File: src/lscr_cfg.svh
`ifndef LSCR_CFG_SVH
`define LSCR_CFG_SVH
// Behaviour
// - reference_ldo_control: read/write 8 bits at 0x3F, resets 0x24, live 2:0, exit 5:3.
// - second_ldo_control: read/write 8 bits at 0x40, resets 0x3C, same layout.
// - state codes: 4 off, 5 low power, 6 and 7 active; live 0-3 reserved.
// - exit codes 0 to 3 mean no copy on standby exit.
// - standby exit loads each exit field into its live field.
// - each regulator has its own register and independent control.
// - off state enables active discharge of that output.
// - each output is monitored for over-current and under-voltage, events flagged.
// - third regulator current measurement is passed to the ADC subsystem.
// - reference regulator enters low power only by software code, never automatically.

// ---------------------------------------------------------------
// register map
// ---------------------------------------------------------------
`define LSCR_ADDR_W 8
`define LSCR_DATA_W 8
`define LSCR_REF_ADDR 8'h3F
`define LSCR_SEC_ADDR 8'h40
`define LSCR_REF_RESET 8'h24
`define LSCR_SEC_RESET 8'h3C

// ---------------------------------------------------------------
// fields and codes
// ---------------------------------------------------------------
`define LSCR_LIVE_LSB 0
`define LSCR_LIVE_MSB 2
`define LSCR_EXIT_LSB 3
`define LSCR_EXIT_MSB 5
`define LSCR_CODE_OFF 3'h4
`define LSCR_CODE_LOWPWR 3'h5
`define LSCR_CODE_ACT_A 3'h6
`define LSCR_CODE_ACT_B 3'h7

// ---------------------------------------------------------------
// sizes
// ---------------------------------------------------------------
`define LSCR_NUM_LDO 2
`define LSCR_SYNC_W 5
`define LSCR_CUR_W 10

`endif

File: src/lscr_pkg.sv
`include "lscr_cfg.svh"

package lscr_pkg;

	typedef logic [2:0] lscr_code_t;

	typedef struct packed {
		logic [1:0] rsvd;
		lscr_code_t exitCode;
		lscr_code_t liveCode;
	} lscr_ctrl_s;

	// codes 4..7 carry a state; 0..3 are reserved or "no copy"
	function automatic logic lscrIsRunCode(input lscr_code_t code);
		return code[2];
	endfunction

	function automatic logic [7:0] lscrAddrOf(input int idx);
		return (idx == 0) ? `LSCR_REF_ADDR : `LSCR_SEC_ADDR;
	endfunction

	function automatic logic [7:0] lscrResetOf(input int idx);
		return (idx == 0) ? `LSCR_REF_RESET : `LSCR_SEC_RESET;
	endfunction

endpackage

File: src/lscr_mon_if.sv
`timescale 1ns/10ps
`default_nettype none

interface lscr_mon_if;
	logic [1:0] ldoOn;
	logic [1:0] ocLevel;
	logic [1:0] uvLevel;
	logic [1:0] ocClear;
	logic [1:0] uvClear;
	logic [1:0] ocFlag;
	logic [1:0] uvFlag;

	modport ctrl(output ldoOn, output ocLevel, output uvLevel, output ocClear, output uvClear,
		input ocFlag, input uvFlag);
	modport mon(input ldoOn, input ocLevel, input uvLevel, input ocClear, input uvClear,
		output ocFlag, output uvFlag);
endinterface

`default_nettype wire

File: src/lscr_top.sv
`timescale 1ns/10ps
`default_nettype none

`include "lscr_cfg.svh"

module lscr_top
	import lscr_pkg::*;
(
	input wire logic mclk,
	input wire logic rst,
	input wire logic [`LSCR_ADDR_W-1:0] regAddr,
	input wire logic regWrEn,
	input wire logic regRdEn,
	input wire logic [`LSCR_DATA_W-1:0] regWrData,
	output logic [`LSCR_DATA_W-1:0] regRdData,
	input wire logic standbyExitPin,
	input wire logic [1:0] overCurrentIn,
	input wire logic [1:0] underVoltageIn,
	input wire logic [1:0] ocClear,
	input wire logic [1:0] uvClear,
	output logic [1:0] ldoEnable,
	output logic [1:0] ldoLowPower,
	output logic [1:0] ldoDischarge,
	output logic [1:0] ocFlag,
	output logic [1:0] uvFlag,
	input wire logic [`LSCR_CUR_W-1:0] thirdCurrentIn,
	input wire logic thirdCurrentValid,
	output logic [`LSCR_CUR_W-1:0] adcCurrentData,
	output logic adcCurrentValid
);

	// ---------------------------------------------------------------
	// pin synchronisers
	// ---------------------------------------------------------------
	logic [`LSCR_SYNC_W-1:0] syncVec;

	lscr_pin_sync u_sync (
		.mclk(mclk),
		.rst(rst),
		.asyncIn({underVoltageIn, overCurrentIn, standbyExitPin}),
		.syncOut(syncVec)
	);

	logic exitLast_ff, nxt_exitLast, exitRise;

	always_comb begin
		nxt_exitLast = syncVec[0];
		exitRise = syncVec[0] & ~exitLast_ff;
	end

	always_ff @(posedge mclk) begin
		if (rst) begin
			exitLast_ff <= 1'b0;
		end else begin
			exitLast_ff <= nxt_exitLast;
		end
	end

	// ---------------------------------------------------------------
	// control registers, one per regulator
	// ---------------------------------------------------------------
	lscr_ctrl_s ctrl_ff [`LSCR_NUM_LDO];
	logic [1:0] enable_ff, lowPower_ff, discharge_ff;

	genvar g;
	generate
		for (g = 0; g < `LSCR_NUM_LDO; g++) begin : gLdo
			lscr_ctrl_s nxt_ctrl;
			logic nxt_enable, nxt_lowPower, nxt_discharge;
			logic hit;

			always_comb begin
				hit = (regAddr == lscrAddrOf(g));
				nxt_ctrl = ctrl_ff[g];
				if (regWrEn && hit) begin
					nxt_ctrl.exitCode = regWrData[`LSCR_EXIT_MSB:`LSCR_EXIT_LSB];
					if (lscrIsRunCode(regWrData[`LSCR_LIVE_MSB:`LSCR_LIVE_LSB])) begin
						nxt_ctrl.liveCode = regWrData[`LSCR_LIVE_MSB:`LSCR_LIVE_LSB];
					end
				end
				// standby exit overrides a write landing in the same cycle
				if (exitRise && lscrIsRunCode(ctrl_ff[g].exitCode)) begin
					nxt_ctrl.liveCode = ctrl_ff[g].exitCode;
				end
				nxt_ctrl.rsvd = 2'h0;
				// low power follows the programmed code only; no load sensing here
				nxt_lowPower = (nxt_ctrl.liveCode == `LSCR_CODE_LOWPWR);
				nxt_enable = (nxt_ctrl.liveCode != `LSCR_CODE_OFF);
				nxt_discharge = (nxt_ctrl.liveCode == `LSCR_CODE_OFF);
			end

			always_ff @(posedge mclk) begin
				if (rst) begin
					ctrl_ff[g] <= lscrResetOf(g);
					// both reset codes select off, so no rail may glitch on in reset
					enable_ff[g] <= 1'b0;
					lowPower_ff[g] <= 1'b0;
					discharge_ff[g] <= 1'b1;
				end else begin
					ctrl_ff[g] <= nxt_ctrl;
					enable_ff[g] <= nxt_enable;
					lowPower_ff[g] <= nxt_lowPower;
					discharge_ff[g] <= nxt_discharge;
				end
			end
		end
	endgenerate

	// ---------------------------------------------------------------
	// register read port
	// ---------------------------------------------------------------
	logic [`LSCR_DATA_W-1:0] rdData_ff, nxt_rdData;

	// unmapped addresses read as zero
	always_comb begin
		nxt_rdData = rdData_ff;
		if (regRdEn) begin
			nxt_rdData = 8'h00;
			for (int i = 0; i < `LSCR_NUM_LDO; i++) begin
				if (regAddr == lscrAddrOf(i)) begin
					nxt_rdData = ctrl_ff[i];
				end
			end
		end
	end

	always_ff @(posedge mclk) begin
		if (rst) begin
			rdData_ff <= 8'h00;
		end else begin
			rdData_ff <= nxt_rdData;
		end
	end

	// ---------------------------------------------------------------
	// fault monitoring
	// ---------------------------------------------------------------
	lscr_mon_if monBus ();

	assign monBus.ldoOn = enable_ff;
	assign monBus.ocLevel = syncVec[2:1];
	assign monBus.uvLevel = syncVec[4:3];
	assign monBus.ocClear = ocClear;
	assign monBus.uvClear = uvClear;

	lscr_event_mon u_mon (
		.mclk(mclk),
		.rst(rst),
		.mon(monBus)
	);

	// ---------------------------------------------------------------
	// third regulator current to the adc
	// ---------------------------------------------------------------
	logic [`LSCR_CUR_W-1:0] curData_ff, nxt_curData;
	logic curValid_ff, nxt_curValid;

	// held between samples so the adc may read it at leisure
	always_comb begin
		nxt_curValid = thirdCurrentValid;
		nxt_curData = thirdCurrentValid ? thirdCurrentIn : curData_ff;
	end

	always_ff @(posedge mclk) begin
		if (rst) begin
			curData_ff <= '0;
			curValid_ff <= 1'b0;
		end else begin
			curData_ff <= nxt_curData;
			curValid_ff <= nxt_curValid;
		end
	end

	// ---------------------------------------------------------------
	// outputs
	// ---------------------------------------------------------------
	assign regRdData = rdData_ff;
	assign ldoEnable = enable_ff;
	assign ldoLowPower = lowPower_ff;
	assign ldoDischarge = discharge_ff;
	assign ocFlag = monBus.ocFlag;
	assign uvFlag = monBus.uvFlag;
	assign adcCurrentData = curData_ff;
	assign adcCurrentValid = curValid_ff;

endmodule

`default_nettype wire

File: src/lscr_pin_sync.sv
`timescale 1ns/10ps
`default_nettype none

`include "lscr_cfg.svh"

module lscr_pin_sync
	import lscr_pkg::*;
(
	input wire logic mclk,
	input wire logic rst,
	input wire logic [`LSCR_SYNC_W-1:0] asyncIn,
	output logic [`LSCR_SYNC_W-1:0] syncOut
);

	logic [`LSCR_SYNC_W-1:0] stage1_ff, stage2_ff, stage3_ff, level_ff;
	logic [`LSCR_SYNC_W-1:0] nxt_stage1, nxt_stage2, nxt_stage3, nxt_level;

	// a change counts only once stages two and three agree
	always_comb begin
		nxt_stage1 = asyncIn;
		nxt_stage2 = stage1_ff;
		nxt_stage3 = stage2_ff;
		nxt_level = level_ff;
		for (int i = 0; i < `LSCR_SYNC_W; i++) begin
			if (stage2_ff[i] == stage3_ff[i]) begin
				nxt_level[i] = stage3_ff[i];
			end
		end
	end

	always_ff @(posedge mclk) begin
		if (rst) begin
			stage1_ff <= '0;
			stage2_ff <= '0;
			stage3_ff <= '0;
			level_ff <= '0;
		end else begin
			stage1_ff <= nxt_stage1;
			stage2_ff <= nxt_stage2;
			stage3_ff <= nxt_stage3;
			level_ff <= nxt_level;
		end
	end

	assign syncOut = level_ff;

endmodule

`default_nettype wire

File: src/lscr_event_mon.sv
`timescale 1ns/10ps
`default_nettype none

module lscr_event_mon
	import lscr_pkg::*;
(
	input wire logic mclk,
	input wire logic rst,
	lscr_mon_if.mon mon
);

	logic [1:0] ocFlag_ff, uvFlag_ff, nxt_ocFlag, nxt_uvFlag;

	// comparators on a switched-off rail are meaningless, so only live rails flag
	always_comb begin
		nxt_ocFlag = (ocFlag_ff & ~mon.ocClear) | (mon.ocLevel & mon.ldoOn);
		nxt_uvFlag = (uvFlag_ff & ~mon.uvClear) | (mon.uvLevel & mon.ldoOn);
	end

	always_ff @(posedge mclk) begin
		if (rst) begin
			ocFlag_ff <= '0;
			uvFlag_ff <= '0;
		end else begin
			ocFlag_ff <= nxt_ocFlag;
			uvFlag_ff <= nxt_uvFlag;
		end
	end

	assign mon.ocFlag = ocFlag_ff;
	assign mon.uvFlag = uvFlag_ff;

endmodule

`default_nettype wire

File: config.mk
export PLATFORM = sky130hd
export DESIGN_NAME = lscr_top
export DESIGN_NICKNAME = d
export VERILOG_FILES = /design/src/lscr_pkg.sv /design/src/lscr_mon_if.sv /design/src/lscr_top.sv /design/src/lscr_pin_sync.sv /design/src/lscr_event_mon.sv
export VERILOG_INCLUDE_DIRS = /design/src /design/src/src
export SDC_FILE = /design/constraint.sdc
export NUM_CORES = 1
export LEC_CHECK = 0
export BUFFER_PORTS_ARGS = -buffer_cell sky130_fd_sc_hd__buf_2
export CORE_AREA = 8 8 71 79
export CTS_CLUSTER_DIAMETER = 30
export DETAILED_ROUTE_END_ITERATION = 10
export DIE_AREA = 0 0 79 87
export PLACE_DENSITY = 0.86
export SLEW_MARGIN = 20
export SYNTH_ARGS = -nofsm -noshare
export SYNTH_HDL_FRONTEND = slang
export SYNTH_SLANG_ARGS = --single-unit
File: constraint.sdc
create_clock -name mclk -period 2.6 [get_ports mclk]
set_clock_uncertainty 0.05 [all_clocks]
set_input_delay 0.39 -clock mclk [delete_from_list [all_inputs] [get_ports mclk]]
set_output_delay 0.39 -clock mclk [all_outputs]
set_load 0.02 [all_outputs]
==> reports/metrics.yaml <==
outcome: "finished, final reports clean"
rr_endpoint: "ldoDischarge[0]"
hpwl_um: 3540
power_leakage_nw: 1.23
portBuffers: 64
drv_cap: 0
regToRegSetupSlack_ps: 1110
synth_cells: 227
hold_depth: 2
worst_setup_path_start_kind: "input port"
synth-seq-cells: 60
post-cts-setup-buffers: 0
final_hold_viol_count: 0
setup_viol: 0
area_delta_synth_final_pct: 25.2
clk_latency_ps: 350
layout_common_cells: "64 x buf_2, 60 x dfxtp_1, 19 x nor2_1"
pin_count: 69
num_vias: 1859
grt_pass1_vias: 1920
die_area_sq_mm: 0.00687
netlist_area_sq_mm: 0.00223
cts-buffers-inserted: 9
dr.pass1.iters: 4
fin_hold_ws_ps: 197
layout-drive-gt1-share_pct: 30.3
r2r_start: "u_sync.syncOut[0]"
grt_pass1_wl_um: 7910
fin_nets: 329
rows: 26
p_per_area_mw_per_mm2: 758
drt-wirelength-per-cell_um: 14.1
ys_seq_area_share_pct: 53.9
rsz0062_at_grt: "no"
routabilityCongestion: 0.954
grt_usage_pct: 14.7
p_total_mw: 2.12
core_sq_mm: 0.00442
grt_max_degree: 26
critical_path_peak_fanout: 9
place_area_sq_mm: 0.00254
wirelength_um: 4940
ff2ff_path_depth: 4
cts-resized-gates: 0
htree_num_levels: 3
fp.dieW_um: 79
worstSetupEndpointType: "flip-flop"
period_share_pct: 62.6
drt_iter0_drc: 123
fmax_mhz: 615
ys_types: 38
hp-class: "in2reg"
antenna_found_initial: 0
crit_required_ps: 2810
die_h_um: 87
cts.clk_slew.worst_paths_ps: 80
clock_path_buffers: 2
via_per_inst: 5.31
route.detailed.drc: 0
cp_data_arrival_time_ps: 1830
fin_ws_ps: 974
cts_tree: "yes"
layout_commonest_cell: "buf_2"
final_area_sq_mm: 0.00279
drv_slew: 0
crit_type: "in2reg"
postCtsHoldBufs: 0
period_minus_slack_ps: 1630
tns_ps: 0
fill_cells: 398
ir_drop_v: 0.000516
final_antenna_net_count: 0
preCtsSetupSlack_ps: 644
clock-sinks: 60
gr-total-overflow: 0
cp-startpoint: "regAddr[5]"
antennaDiodeCount: 0
endpoint: "regRdData[5]"
avgSynthCellArea_sq_um: 9.82
start_util_pct: 50.4
root_buffer: "clkbuf_8"
yosysWarnings: 0
==> routing by layer <==
metal / global-route usage (%) / share of wire [%] / vias to the layer above
li1: - / - / 912
met1: 14.0 / 38 / 870
met2: 24.9 / 51 / 65
met3: 5.48 / 7.8 / 12
met4: 12.0 / 3.2 / 0
met5: 0 / 0 / -
==> worst min path at each step <==
stage,from,to
2_1_floorplan,u_sync.nxt_stage2[0],u_sync.nxt_stage3[0]
3_3_place_gp,u_sync.nxt_stage2[0],u_sync.nxt_stage3[0]
3_5_place_dp,u_sync.nxt_stage2[1],u_sync.nxt_stage3[1]
4_1_cts,underVoltageIn[1],u_sync.nxt_stage2[4]
5_1_grt,underVoltageIn[1],u_sync.nxt_stage2[4]
6_report,underVoltageIn[1],u_sync.nxt_stage2[4]
==> worst max-delay path, stage by stage <==
cell and delay (ps):
buf_2 110, nor4b_2 460, and2_1 430, a22oi_1 180, a211oi_1 260
==> state kept, by name, summed over array words and instances (netlist names) <==
name / flops
ldoEnable: 2
u_sync.stage3_ff: 5
ldoDischarge: 2
regRdData: 6
ldoLowPower: 2
exitLast_ff: 1
u_mon.mon.uvFlag: 2
ctrl_ff: 12
adcCurrentValid: 1
u_mon.mon.ocFlag: 2
u_sync.nxt_stage2: 5
u_sync.syncOut: 5
adcCurrentData: 10
u_sync.nxt_stage3: 5
==> layout make-up <==
cell class	instances	area [sq um]	area share, %
Timing Repair Buffer	65	328	11.7
Multi-Input combinational cell	150	933	33.5
Inverter	3	11.3	0.404
Clock buffer	9	124	4.44
Tap cell	56	70.1	2.51
Clock inverter	7	123	4.39
Sequential cell	60	1200	43.0
==> through the flow <==
step	cells	utilization, %
6_report	350	63.1
5_1_grt	350	63.1
4_1_cts	350	63.1
3_5_place_dp	334	57.5
3_3_place_gp	334	57.5
2_1_floorplan	228	-
==> power by group <==
part	leakage, nW	internal, mW	total [mW]	switching [mW]
Sequential	0.490	0.944	0.955	0.0108
Clock	0.116	0.642	1.03	0.387
Combinational	0.624	0.0556	0.132	0.0766
Total	1.23	1.64	2.12	0.474
==> cells in the mapped netlist <==
cell        n  share of area (%)
nand3_1    12                2.7
nor4b_1     1               0.39
and4_1      1               0.39
and3_1      2               0.56
nand4_1     2               0.56
a311oi_1    2               0.79
a211oi_1    6                2.0
a2111oi_2   1               0.67
mux2i_1    12                5.4
a21oi_1    16                3.6
a211oi_2    1               0.56
and3_4      1               0.51
clkbuf_1    6                1.0
o21ai_0    10                2.2
nor3_1      1               0.22
a22oi_1     6                2.0
nor2b_1    17                4.8
buf_1       1               0.17
nor4b_2     1               0.67
nand3b_1    2               0.67
buf_6       2                1.0
buf_2       3               0.67
and2_1      2               0.56
a21o_1      3                1.0
nand2_1    17                2.9
nor4_2      1               0.56
or4_1       2               0.67
conb_1      1               0.17
nor2_1     19                3.2
and4bb_4    1               0.73
inv_1       3               0.51
o211ai_1    1               0.34
dfxtp_1    60                 54
and2_4      1               0.39
nand2b_1    4                1.1
and3b_1     2               0.79
buf_4       3                1.0
o211ai_2    1               0.56
==> cells by family after synthesis <==
group                  after synthesis  share of synthesized area (%)
AO/OA/AOI/OAI                       47                           13.8
buffers and inverters               18                           4.38
flip-flops                          60                           53.9
multiplexers                        12                           5.39
other                                1                          0.168
AND/OR/NAND/NOR                     89                           22.3
Power figures use the tool's default switching activity.
